==> src/dbgev_pkg.sv <==
`default_nettype none
package dbgev_pkg;
    localparam int unsigned DBGEV_ACK_CYCLES = 3;
    localparam logic [1:0] DBGEV_ACK_CNT_W_ONE = 2'h1;
    localparam logic [1:0] DBGEV_ACK_LOAD = 2'(DBGEV_ACK_CYCLES);
    localparam int unsigned DBGEV_SIZE_W = 2;
    localparam int unsigned DBGEV_EXEC_W = 4;
    localparam logic [1:0] DBGEV_SIZE_GPI = 2'h0;
    localparam logic [3:0] DBGEV_EXEC_GPI = 4'h0;

    typedef enum logic [1:0] {
        DBGEV_RUN = 2'b00,
        DBGEV_ACK = 2'b01,
        DBGEV_HALT = 2'b10
    } dbgev_state_t;
endpackage : dbgev_pkg
`default_nettype wire

==> src/dbgev_pins.sv <==
`default_nettype none
// How it works
// - after reset all emulation pins are inputs until software selects emulation or sets a gpio output enable
// - emulation mode: access size pins show current microcontroller access size
// - otherwise access size pins are ordinary gpio
// - emulation mode: exec state pins show microcontroller pipeline status
// - otherwise exec state pins are ordinary gpio
// - location select high moves debug events to alternate pins, disables dedicated
// - converter pulls a debug event line low; that core enters debug mode
// - microcontroller drives its event line exactly three cycles on debug entry
// - signal processor drives its event line exactly three cycles on debug entry
module dbgev_pins
    import dbgev_pkg::*;
(
    // clock, reset, enable
    input wire logic ref_clk_i,
    input wire logic rst_b_i,
    input wire logic clk_en_i,
    // core side
    input wire logic [dbgev_pkg::DBGEV_SIZE_W-1:0] mcu_acc_size_i,
    input wire logic [dbgev_pkg::DBGEV_EXEC_W-1:0] mcu_exec_state_i,
    input wire logic mcu_brk_hit_i,
    input wire logic dsp_brk_hit_i,
    input wire logic mcu_resume_i,
    input wire logic dsp_resume_i,
    output logic mcu_debug_mode_o,
    output logic dsp_debug_mode_o,
    output logic mcu_debug_enter_o,
    output logic dsp_debug_enter_o,
    // emulation pin control from software
    input wire logic size_emu_sel_i,
    input wire logic exec_emu_sel_i,
    input wire logic [dbgev_pkg::DBGEV_SIZE_W-1:0] size_gpio_out_i,
    input wire logic [dbgev_pkg::DBGEV_SIZE_W-1:0] size_gpio_oe_i,
    input wire logic [dbgev_pkg::DBGEV_EXEC_W-1:0] exec_gpio_out_i,
    input wire logic [dbgev_pkg::DBGEV_EXEC_W-1:0] exec_gpio_oe_i,
    output logic [dbgev_pkg::DBGEV_SIZE_W-1:0] size_gpio_in_o,
    output logic [dbgev_pkg::DBGEV_EXEC_W-1:0] exec_gpio_in_o,
    // emulation pins
    input wire logic [dbgev_pkg::DBGEV_SIZE_W-1:0] access_size_pins_i,
    output logic [dbgev_pkg::DBGEV_SIZE_W-1:0] access_size_pins_o,
    output logic [dbgev_pkg::DBGEV_SIZE_W-1:0] access_size_pins_oe_o,
    input wire logic [dbgev_pkg::DBGEV_EXEC_W-1:0] exec_state_pins_i,
    output logic [dbgev_pkg::DBGEV_EXEC_W-1:0] exec_state_pins_o,
    output logic [dbgev_pkg::DBGEV_EXEC_W-1:0] exec_state_pins_oe_o,
    // debug event pins, dedicated and alternate locations
    input wire logic pin_location_select_i,
    input wire logic mcu_debug_event_n_i,
    output logic mcu_debug_event_n_o,
    output logic mcu_debug_event_n_oe_o,
    input wire logic dsp_debug_event_n_i,
    output logic dsp_debug_event_n_o,
    output logic dsp_debug_event_n_oe_o,
    input wire logic mcu_debug_event_alt_n_i,
    output logic mcu_debug_event_alt_n_o,
    output logic mcu_debug_event_alt_n_oe_o,
    input wire logic dsp_debug_event_alt_n_i,
    output logic dsp_debug_event_alt_n_o,
    output logic dsp_debug_event_alt_n_oe_o
);
    // location select, four event lines, then the two emulation pin groups
    localparam int unsigned SYNC_W = 5 + DBGEV_SIZE_W + DBGEV_EXEC_W;

    typedef struct packed {
        logic [SYNC_W-1:0] sync1;
        logic [SYNC_W-1:0] sync2;
        logic [DBGEV_SIZE_W-1:0] size_out;
        logic [DBGEV_SIZE_W-1:0] size_oe;
        logic [DBGEV_EXEC_W-1:0] exec_out;
        logic [DBGEV_EXEC_W-1:0] exec_oe;
        logic [DBGEV_SIZE_W-1:0] size_in;
        logic [DBGEV_EXEC_W-1:0] exec_in;
        logic mcu_ded_oe;
        logic mcu_alt_oe;
        logic dsp_ded_oe;
        logic dsp_alt_oe;
        logic mcu_mode;
        logic dsp_mode;
        logic mcu_enter;
        logic dsp_enter;
    } dbgev_pins_t;

    dbgev_pins_t s_r;
    dbgev_pins_t s_nxt;

    logic [SYNC_W-1:0] raw_pins;
    logic loc_alt;
    logic mcu_low;
    logic dsp_low;
    logic mcu_pull;
    logic dsp_pull;
    logic mcu_halted;
    logic dsp_halted;
    logic mcu_enter;
    logic dsp_enter;

    // every pin is asynchronous to ref_clk_i; two flops before use
    assign raw_pins = {pin_location_select_i, mcu_debug_event_n_i, dsp_debug_event_n_i,
                       mcu_debug_event_alt_n_i, dsp_debug_event_alt_n_i,
                       access_size_pins_i, exec_state_pins_i};

    // the second stage only; first stage feeds nothing else
    assign loc_alt = s_r.sync2[SYNC_W-1];
    // dedicated pins ignored when the alternate location is chosen
    assign mcu_low = loc_alt ? !s_r.sync2[SYNC_W-4] : !s_r.sync2[SYNC_W-2];
    assign dsp_low = loc_alt ? !s_r.sync2[SYNC_W-5] : !s_r.sync2[SYNC_W-3];

    dbgev_core_end u_mcu (
        .ref_clk_i(ref_clk_i),
        .rst_b_i(rst_b_i),
        .clk_en_i(clk_en_i),
        .line_low_i(mcu_low),
        .brk_hit_i(mcu_brk_hit_i),
        .resume_i(mcu_resume_i),
        .enable_i(1'b1),
        .pull_low_o(mcu_pull),
        .halted_o(mcu_halted),
        .enter_o(mcu_enter)
    );

    dbgev_core_end u_dsp (
        .ref_clk_i(ref_clk_i),
        .rst_b_i(rst_b_i),
        .clk_en_i(clk_en_i),
        .line_low_i(dsp_low),
        .brk_hit_i(dsp_brk_hit_i),
        .resume_i(dsp_resume_i),
        .enable_i(1'b1),
        .pull_low_o(dsp_pull),
        .halted_o(dsp_halted),
        .enter_o(dsp_enter)
    );

    always_comb begin
        s_nxt = s_r;
        s_nxt.sync1 = raw_pins;
        s_nxt.sync2 = s_r.sync1;
        s_nxt.size_in = s_r.sync2[DBGEV_EXEC_W +: DBGEV_SIZE_W];
        s_nxt.exec_in = s_r.sync2[0 +: DBGEV_EXEC_W];
        if (size_emu_sel_i) begin
            s_nxt.size_out = mcu_acc_size_i;
            s_nxt.size_oe = '1;
        end else begin
            s_nxt.size_out = size_gpio_out_i;
            s_nxt.size_oe = size_gpio_oe_i;
        end
        if (exec_emu_sel_i) begin
            s_nxt.exec_out = mcu_exec_state_i;
            s_nxt.exec_oe = '1;
        end else begin
            s_nxt.exec_out = exec_gpio_out_i;
            s_nxt.exec_oe = exec_gpio_oe_i;
        end
        // one-cycle pin latency is shared by both locations; pulse width kept
        s_nxt.mcu_ded_oe = mcu_pull && !loc_alt;
        s_nxt.mcu_alt_oe = mcu_pull && loc_alt;
        s_nxt.dsp_ded_oe = dsp_pull && !loc_alt;
        s_nxt.dsp_alt_oe = dsp_pull && loc_alt;
        s_nxt.mcu_mode = mcu_halted;
        s_nxt.dsp_mode = dsp_halted;
        s_nxt.mcu_enter = mcu_enter;
        s_nxt.dsp_enter = dsp_enter;
    end

    always_ff @(posedge ref_clk_i or negedge rst_b_i) begin
        if (!rst_b_i) begin
            s_r <= '0;
            s_r.size_out <= DBGEV_SIZE_GPI;
            s_r.exec_out <= DBGEV_EXEC_GPI;
            // idle level of pulled-up lines; a zero here would fake a request
            s_r.sync1 <= '1;
            s_r.sync2 <= '1;
        end else if (clk_en_i) begin
            s_r <= s_nxt;
        end
    end

    assign access_size_pins_o = s_r.size_out;
    assign access_size_pins_oe_o = s_r.size_oe;
    assign exec_state_pins_o = s_r.exec_out;
    assign exec_state_pins_oe_o = s_r.exec_oe;
    assign size_gpio_in_o = s_r.size_in;
    assign exec_gpio_in_o = s_r.exec_in;
    // open drain: data always low, only the enable moves
    assign mcu_debug_event_n_o = 1'b0;
    assign dsp_debug_event_n_o = 1'b0;
    assign mcu_debug_event_alt_n_o = 1'b0;
    assign dsp_debug_event_alt_n_o = 1'b0;
    assign mcu_debug_event_n_oe_o = s_r.mcu_ded_oe;
    assign mcu_debug_event_alt_n_oe_o = s_r.mcu_alt_oe;
    assign dsp_debug_event_n_oe_o = s_r.dsp_ded_oe;
    assign dsp_debug_event_alt_n_oe_o = s_r.dsp_alt_oe;
    assign mcu_debug_mode_o = s_r.mcu_mode;
    assign dsp_debug_mode_o = s_r.dsp_mode;
    assign mcu_debug_enter_o = s_r.mcu_enter;
    assign dsp_debug_enter_o = s_r.dsp_enter;
endmodule : dbgev_pins
`default_nettype wire

==> src/dbgev_core_end.sv <==
`default_nettype none
module dbgev_core_end
    import dbgev_pkg::*;
(
    // clock and reset
    input wire logic ref_clk_i,
    input wire logic rst_b_i,
    input wire logic clk_en_i,
    // requests, already synchronised
    input wire logic line_low_i,
    input wire logic brk_hit_i,
    input wire logic resume_i,
    input wire logic enable_i,
    // results
    output logic pull_low_o,
    output logic halted_o,
    output logic enter_o
);
    typedef struct packed {
        dbgev_state_t st;
        logic [1:0] cnt;
        logic pull;
        logic enter;
    } dbgev_ce_t;

    dbgev_ce_t s_r;
    dbgev_ce_t s_nxt;

    always_comb begin
        s_nxt = s_r;
        s_nxt.enter = 1'b0;
        case (s_r.st)
            DBGEV_RUN: begin
                // own pulse not yet driving, so a low line is a real request
                if (enable_i && (line_low_i || brk_hit_i)) begin
                    s_nxt.st = DBGEV_ACK;
                    s_nxt.cnt = DBGEV_ACK_LOAD;
                    s_nxt.pull = 1'b1;
                    s_nxt.enter = 1'b1;
                end
            end
            DBGEV_ACK: begin
                if (s_r.cnt == DBGEV_ACK_CNT_W_ONE) begin
                    s_nxt.pull = 1'b0;
                    s_nxt.st = DBGEV_HALT;
                end else begin
                    s_nxt.cnt = s_r.cnt - DBGEV_ACK_CNT_W_ONE;
                end
            end
            DBGEV_HALT: begin
                // line may still be held low by the converter; wait for release
                if (resume_i && !line_low_i) begin
                    s_nxt.st = DBGEV_RUN;
                end
            end
            default: begin
                s_nxt.st = DBGEV_RUN;
                s_nxt.pull = 1'b0;
            end
        endcase
    end

    always_ff @(posedge ref_clk_i or negedge rst_b_i) begin
        if (!rst_b_i) begin
            s_r <= '{st: DBGEV_RUN, cnt: 2'h0, pull: 1'b0, enter: 1'b0};
        end else if (clk_en_i) begin
            s_r <= s_nxt;
        end
    end

    assign pull_low_o = s_r.pull;
    assign halted_o = (s_r.st != DBGEV_RUN);
    assign enter_o = s_r.enter;
endmodule : dbgev_core_end
`default_nettype wire

==> config.mk <==
export PLATFORM = sky130hd
export DESIGN_NAME = dbgev_pins
export DESIGN_NICKNAME = d
export VERILOG_FILES = /design/src/dbgev_pkg.sv /design/src/dbgev_pins.sv /design/src/dbgev_core_end.sv
export SDC_FILE = /design/constraint.sdc
export NUM_CORES = 1
export LEC_CHECK = 0
export BUFFER_PORTS_ARGS = -buffer_cell sky130_fd_sc_hd__buf_2
export CAP_MARGIN = 15
export CORE_UTILIZATION = 57
export DETAILED_ROUTE_END_ITERATION = 8
export GPL_ROUTABILITY_DRIVEN = 0
export PLACE_DENSITY = 0.84
export SYNTH_ARGS = -nofsm -noshare
export SYNTH_HDL_FRONTEND = slang
export SYNTH_SLANG_ARGS = --single-unit
==> constraint.sdc <==
create_clock -name ref_clk_i -period 2.95 [get_ports ref_clk_i]
set_input_delay 0.295 -clock ref_clk_i [delete_from_list [all_inputs] [get_ports ref_clk_i]]
set_output_delay 0.295 -clock ref_clk_i [all_outputs]
set_load 0.005 [all_outputs]
# Yosys cells after proc, flatten, opt, wreduce, memory -nomap -nowiden
# Index checks and enable logic that the tools add are counted.
[totals] wordCells=91 out_inout_bits=30 regBits=60 inputBits=38
[classes] add_sub_neg=2 bitwise=2 n_reduce_logical=27 eq_ne=14 muxes=22
[op_table] cell="AND reduction 4 bit" count=6
[op_table] cell="2-to-1 mux 2 bit" count=6
[op_table] cell="2-to-1 mux 6 bit" count=2
[op_table] cell="!= test 2 x 1 -> 1 bit (second input constant)" count=6
[op_table] cell="one-hot mux 2 bit (3 select lines)" count=2
[op_table] cell="equality test 2 x 1 -> 1 bit (second input constant)" count=4
[op_table] cell="2-to-1 mux 8 bit" count=1
[op_table] cell="one-hot mux 2 bit (2 select lines)" count=2
[op_table] cell="nonzero test 2 bit" count=4
[op_table] cell="zero test 1 bit" count=7
[op_table] cell="logical AND 1 bit" count=6
[op_table] cell="2-to-1 mux 1 bit" count=6
[op_table] cell="one-hot mux 1 bit (3 select lines)" count=2
[op_table] cell="equality test 2 bit (second input constant)" count=2
[op_table] cell="zero test 2 bit" count=2
[op_table] cell="2-to-1 mux 4 bit" count=1
[op_table] cell="!= test 2 bit (second input constant)" count=2
[op_table] cell="subtractor 2 x 1 -> 2 bit (second input constant)" count=2
[op_table] cell="logical OR 1 bit" count=2
[op_table] cell="NOT 1 bit" count=2

# Longest topological paths before layout
# Gate-level depths: netlist (run 1).
[logic_depth] ltp_word=6 depth_mapped=5 depth_no_buf=5

# Hierarchy
# A second synthesis (run 1) with hierarchy kept.
[unflattened] cells_unflattened=225 hier_area_um2=2910.3
[by_module_without_submodules] module="dbgev_pins" cells_each=163 area_per_inst_um2=2264.7 seq_area_each_um2=1228.7 instances=1
[by_module_without_submodules] module="dbgev_core_end" cells_each=31 area_per_inst_um2=322.8 seq_area_each_um2=150.1 instances=2

# Worst setup path after synthesis (run 1)
# Ideal clock, no wire load.
[synth_path] path_type="reg2reg" startpoint="reg s_r (netlist bit loc_alt)" endpoint="reg u_mcu.s_r[2] (netlist name)" t_arrival_ps=1116 path_buffers=1 setup_time_ps=87 path_slack_ps=1747 stages_incl_launch_ff=5 synth_period_minus_slack_ps=1203 required_time_ps=2863 cell_sequence="dfstp_2 -> buf_6 -> mux2i_4 -> nor4_2 -> a211oi_2"
[synth_via] elab_chain_len=4
[synth_lines] item="start, declared" line="dbgev_pins.sv:83" rtl="dbgev_pins_t s_r;"
[synth_lines] item="start signal, assigned" line="dbgev_pins.sv:174" rtl="s_r <= s_nxt;"
[synth_lines] item="2-to-1 mux 1 bit" line="dbgev_pins.sv:105" rtl="assign mcu_low = loc_alt ? !s_r.sync2[SYNC_W-4] : !s_r.sync2[SYNC_W-2];"
[synth_lines] item="logical OR 1 bit" line="dbgev_core_end.sv:35" rtl="if (enable_i && (line_low_i || brk_hit_i)) begin"
[synth_lines] item="!= test 2 x 1 -> 1 bit (no line)"
[synth_lines] item="AND reduction 4 bit (no line)"
[synth_lines] item="end signal, assigned" line="dbgev_core_end.sv:65" rtl="s_r <= '{st: DBGEV_RUN, cnt: 2'h0, pull: 1'b0, enter: 1'b0};"
[synth_lines] item="end signal, assigned" line="dbgev_core_end.sv:67" rtl="s_r <= s_nxt;"
[synth_lines] item="end, declared" line="dbgev_core_end.sv:26" rtl="dbgev_ce_t s_r;"
# No other way between the ends.
# A chain may end at the register's enable or synchronous reset.

==> impl_metrics.toml, run 1 <==
[status]
status = "complete, no violations"

[route]
vias_per_cell = 5.27
drc_errors = 0
vias = 1759
ant_nets = 0
wire_per_inst_um = 13.9
dr.pass1.iters = 4
drt_iter0_markers = 88
wirelength_um = 4640

[power]
p_per_area_nw_per_um2 = 748
p_leak_nw = 1.42
ir_worst_vdd_mv = 0.464
power_mw = 2.33

[synth]
yosysWarnings = 0
synth.cell_area_um2 = 2770
synth.area.top_cells = "dfrtp_1, dfstp_2, mux2_1"
ys_types = 31
syn_area_per_cell_um2 = 12.2
postSynthCellCount = 227
ys_ff_latch = 60
synth_area_leader_cell = "dfrtp_1"
synth_top_area_share_pct = 34.4
synth.yosys.seq_area_share_pct = 55.2

[floorplanning]
initial_core_util_pct = 61.4
die_area_um2 = 5140
rows = 24
core_area_um2 = 4500
num_io_pins = 68
die_h_um = 71.7
die_x_um = 71.7

[grt]
grt_overflow = 0
grt_pass1_wl_um = 7780
grt_pass1_vias = 1747
grt_start_max_net_pins = 37
antenna_found_initial = 0
grt_usage_pct = 20.3

[sta]
finalMaxSlewViolations = 0
tns_ns = 0
period_minus_slack_ns = 1.38
finalSetupViolations = 0
post-route-period-util_pct = 46.6
slew_headroom_pct = 57.1
max_slew.worst_pin.slew_ns = 0.644
clock.fmax_mhz = 727
fin_worst_skew_ns = 0.00689
rsz0062_at_grt = "false"
hold_violations = 0

[critical_path]
cp-start-kind = "input port"
crit_fanout = 32
r2r_cells = 3
reg2reg_to = "u_dsp.s_r[5]"
cpMaxStageDelayCell = "dlygate4sd3_1"
timing.rr.start = "loc_alt"
crit_arrival_ns = 1.81
endpoint_kind = "asynchronous set/reset pin"
cp_slowest_stage_delay_ns = 0.52
reg2reg_slack_ns = 1.63
criticalPathCategory = "input port to asynchronous set/reset pin"
crit_chain = "dlygate4sd3_1, buf_2, buf_4"
critPathRequiredTime_ns = 3.38

[clock_tree]
post-cts-setup-buffer-count = 0
cts_buffers = 9
cts_tree = "built"
htreeDepth = 3
clk_pin_slew_ns = 0.06
insertion_delay_ns = 0.33
cts-root-buf = "clkbuf_8"
cts_num_sinks = 60
cts_max_path_buffers = 2

[cells_and_area]
drive_gt1_share_pct = 41.1
syn2layout_area_growth_pct = 12.5
nNetsFinal = 317
final_cell_mix = "buf_2, dfrtp_1, mux2_1"
final_common_cell = "buf_2"
num_antenna_cells = 0
finalNonFillerCells = 334

[min_path]
worstHoldPathCells = 2
min_to = "s_nxt[34]"
hold_path_startpoint = "dsp_debug_event_n_i"
min_path_type = "input port to flip-flop"

[run]
cap_violations = 0

[place]
post-dp-hpwl_um = 3310
port_buffers = 63
dp.cells = 317
how the worst max path moves through the flow:
stage | startpoint | endpoint | slack, ns
3_5_place_dp | clk_en_i | exec_gpio_in_o[0] | 1.30
6_report | rst_b_i | s_nxt[34] | 1.57
3_3_place_gp | clk_en_i | size_gpio_in_o[1] | 1.33
5_1_grt | rst_b_i | s_nxt[34] | 1.39
2_1_floorplan | loc_alt | u_mcu.s_r[2] | 1.75
4_1_cts | rst_b_i | s_nxt[34] | 1.51
synth_stat cells:
| cell | count |
|---|---|
| dfrtp_1 | 38 |
| mux2_1 | 30 |
| buf_4 | 23 |
| nor2_1 | 23 |
| dfstp_2 | 22 |
| a21oi_1 | 18 |
| nand2_1 | 11 |
| inv_1 | 9 |
| o21ai_1 | 7 |
| buf_6 | 6 |
| mux2i_1 | 6 |
| a211oi_2 | 3 |
| nor4_2 | 3 |
| o21ai_0 | 3 |
| a22o_1 | 2 |
| buf_2 | 2 |
| ha_1 | 2 |
| mux2i_4 | 2 |
| nand2b_1 | 2 |
| nand3_1 | 2 |
| nor3_1 | 2 |
| o211ai_2 | 2 |
| and2b_2 | 1 |
| clkbuf_2 | 1 |
| conb_1 | 1 |
| nor2b_1 | 1 |
| nor3_2 | 1 |
| nor3b_2 | 1 |
| nor4_1 | 1 |
| o211ai_1 | 1 |
| o221ai_1 | 1 |
through the flow:
step | cell area [µm²] | hold WS [ns] | worst slack [ns] | util [%]
after floorplan | 2780 | -0.000591 | 1.75 | -
after global placement | 2930 | 0.348 | 1.33 | 65.1
after detailed placement | 2930 | 0.351 | 1.30 | 65.1
after CTS | 3110 | 0.169 | 1.51 | 69.1
after global routing | 3110 | 0.172 | 1.39 | 69.1
final | 3110 | 0.183 | 1.57 | 69.1
worst max-delay path, delay by kind of cell:
family | cells | cell delay (ns)
buf+inv | 3 | 1.49
registers in the layout, indices dropped and copies added (netlist names), 2 cells and up:
signal,cells
access_size_pins_o,2
access_size_pins_oe_o,2
exec_state_pins_o,4
size_gpio_in_o,2
exec_gpio_in_o,4
s_r,4
u_mcu.s_r,4
exec_state_pins_oe_o,4
u_dsp.s_r,4
s_nxt,17
logic make-up (layout without fill, tap and decap cells):
family	after synthesis	after routing	share of synthesized area (%)
buffers and inverters	41	93	10.4
AOI/OAI and AO/OA	37	37	8.54
muxes	38	38	16.0
other	1	4	0.135
and+or+nand+nor	48	48	8.73
DFF	60	60	55.2
adders and majority gates	2	2	0.904
power breakdown:
group          internal (mW)  total, mW  switching (mW)  leakage (nW)
Sequential              1.04       1.19           0.149         0.666
Combinational          0.255      0.514           0.259         0.673
Clock                  0.325      0.628           0.304        0.0824
cell type report:
class | count | area [µm²]
Sequential cell | 60 | 1530
Inverter | 9 | 33.8
Clock inverter | 4 | 25.0
Clock buffer | 12 | 145
Multi-Input combinational cell | 129 | 961
Fill cell | 321 | 1390
Timing Repair Buffer | 68 | 355
Tap cell | 52 | 65.1
routing by layer:
layer	vias to the layer above	wire length, µm	global-route usage (%)
met1	855	2020	23.6
met4	0	114	13.1
met5	-	0	0
li1	847	-	-
met3	11	224	6.19
met2	46	2280	32.7
what timing repair did:
action,in CTS,in global routing
gates resized for setup,0,0
hold buffers,1,0
hold endpoints to repair,22,0
(Power assumes the default switching activity.)
==> inputs of run 2 (changes only) <==
Settings changed: ABC_AREA set to 1, CORE_UTILIZATION 57 to 48, PLACE_DENSITY 0.84 to 0.76.
Clock period 2.95 ns to 1.2 ns, I/O delays scaled along.
==> run 2 against run 1 <==
Compared with the run above: the run now ends with setup timing left; via count rose by 27%; clock skew about the same; critical path depth up 4; utilization is 6.7 points lower; design area up 12%; critical path type is now flip-flop to flip-flop.
==> impl_metrics.toml, run 2 <==
[synth]
synth_top_area_share_pct = 34.0
ys_types = 24
ys_ff_latch = 60
synth.area.top_cells = "dfrtp_1, dfstp_2, nand2_1"
ys.flop_type = "dfrtp_1"
synth.yosys.seq_area_share_pct = 54.6
syn_area_per_cell_um2 = 8.43
synth_common_cells = "nand2_1, dfrtp_1, o21ai_0, inv_1, buf_4"
yosysWarnings = 0
synth_edf_count = 0
async_flop_share_pct = 100
synth_area_leader_cell = "dfrtp_1"
synth_most_common_cell = "nand2_1"
postSynthCellCount = 332
synth.cell_area_um2 = 2800

[grt]
grt_usage_pct = 19.6
grt_start_max_net_pins = 61
antenna_found_initial = 0
grt_pass1_vias = 2120
grt_pass1_wl_um = 9160
grt_overflow = 0

[clock_tree]
insertion_delay_ns = 0.33
cts_tree = "built"
cts_buffers = 9
cts_num_sinks = 60
cts-root-buf = "clkbuf_8"
cts_max_path_buffers = 2
clk_pin_slew_ns = 0.07
htreeDepth = 3

[critical_path]
crit_family = "flip-flops"
crit_fanout = 5
cp_slowest_stage_delay_ns = 0.58
crit_chain = "nand2_1, nand2_4, nand2_1, nand2_2, nand3_2, nand2_1, nand2_1"
critPathBufInv = 0
critPathRequiredTime_ns = 1.42
criticalPathCategory = "flip-flop to flip-flop"
endpoint_kind = "flip-flop"
cp-start-kind = "flip-flop"
crit_arrival_ns = 1.47
cpMaxStageDelayCell = "dfstp_2"
cp_common_cell = "nand2_1"

[route]
wire_per_inst_um = 11.6
vias = 2242
ant_nets = 0
drt_iter0_markers = 114
dr.pass1.iters = 4
drt-met1-wl_um = 2630
met2_length_um = 2460
drc_errors = 0
wirelength_um = 5500
top_layer_used = "met4"
met3_length_um = 283
vias_per_cell = 4.73

[sta]
finalMaxSlewViolations = 0
post-route-period-util_pct = 105
rsz0062_at_grt = "true"
hold_violations = 0
holdWs_ns = 0.0128
clock.fmax_mhz = 797
finalSetupViolations = 5
fin_worst_skew_ns = 0.00657
setup_slack_ns = -0.0550
period_minus_slack_ns = 1.25

[cells_and_area]
multiInputGateArea_um2 = 1010
fillers = 469
nNetsFinal = 437
final_common_cell = "nand2_1"
num_antenna_cells = 0
largest_reg_flops = 17
final_cell_mix = "nand2_1, buf_2, dfrtp_1"
drive_gt1_share_pct = 32.8
postLayoutCoreUtil_pct = 62.4
regArea_um2 = 1530
syn2layout_area_growth_pct = 24.3

[floorplanning]
rows = 27
die_area_um2 = 6140
die_h_um = 78.4
num_io_pins = 68
initial_core_util_pct = 50.2
core_area_um2 = 5570
die_x_um = 78.4

[status]
status = "complete, but fails checks"
violations = "setup timing"

[place]
port_buffers = 63
place_ws_ns = -0.00380
post-dp-hpwl_um = 3660

[run]
cap_violations = 0

[min_path]
min_path_type = "input port to flip-flop"

[power]
p_leak_nw = 1.83
p_per_area_nw_per_um2 = 1900
power_mw = 6.60
ir_worst_vdd_mv = 0.845
run 2: cell count changes in the layout (fill, tap and decap cells not counted), sizes merged, moves of 4 or more:
cell and change:
nand2 +127, o21ai +31, mux2 -30, inv +19, a21oi -17, nor2 -15
nand3 +11, dlygate4sd3 +10, mux2i -8, buf +6, nor4 -4
run 2: logic make-up (layout without fill, tap and decap cells):
| kind of cell | count (synthesis) | count (layout) | share of synthesized area, % |
|---|---|---|---|
| and+or+nand+nor | 166 | 166 | 25.0 |
| buffers and inverters | 61 | 128 | 11.8 |
| DFF | 60 | 60 | 54.6 |
| AOI/OAI and AO/OA | 42 | 42 | 7.51 |
| adders and majority gates | 2 | 2 | 0.894 |
| other | 1 | 4 | 0.134 |
run 2: worst paths after layout:
kind	slack [ns]	from	cells after the start	end
worst max-delay path	-0.05	loc_alt	7	u_mcu.s_r[4]
worst min-delay path	0.01	exec_state_pins_i[2]	3	s_nxt[28]
worst max register to register	-0.05	loc_alt	7	u_mcu.s_r[4]
worst min register to register	0.46	s_nxt[35]	2	s_r[35]
max in group asynchronous	0.58	rst_b_i	3	s_nxt[31]
min in group asynchronous	0.33	rst_b_i	3	access_size_pins_oe_o[0]
run 2: final cells by class:
cell class	instances	share of cell area [%]
tap	72	2.59
sequential	60	43.9
timing repair buffer	84	14.7
multi-input combinational	214	28.9
clock buffer	12	4.75
clock inverter	4	2.01
inverter	28	3.02
run 2: repair_timing:
| item | 4_1_cts | 5_1_grt |
|---|---|---|
| pin swaps | 1 | 1 |
| buffers inserted | 1 | 1 |
| resized for setup | 4 | 12 |
| endpoints found under the setup margin | 5 | 11 |
| hold endpoints to repair | 48 | 0 |
| cloned | 0 | 0 |
| hold buffers | 11 | 0 |
run 2: per-layer routing:
metal,up-vias,track usage [%]
li1,1142,-
met1,1020,24.2
met2,69,32.0
met3,11,5.35
met4,0,8.89
met5,-,0
run 2: power breakdown:
part           switching, mW  internal, mW  leakage, nW
registers              0.294          2.51        0.696
clock network          0.746          1.33        0.122
logic                   1.00         0.723         1.02
run 2: tightest hold or removal path, cell delays in order:
cell	delay (ns)
buf_2	0.08
nand2_1	0.04
o21ai_0	0.07
run 2: metrics by stage:
stage                     cells  instance area, µm²  TNS, ns
after detailed placement    445                3060  -0.0108
after floorplan             335                2810        0
final                       474                3480  -0.0930
after CTS                   473                3430  -0.0122
after global placement      445                3060        0
after global routing        474                3480   -0.779
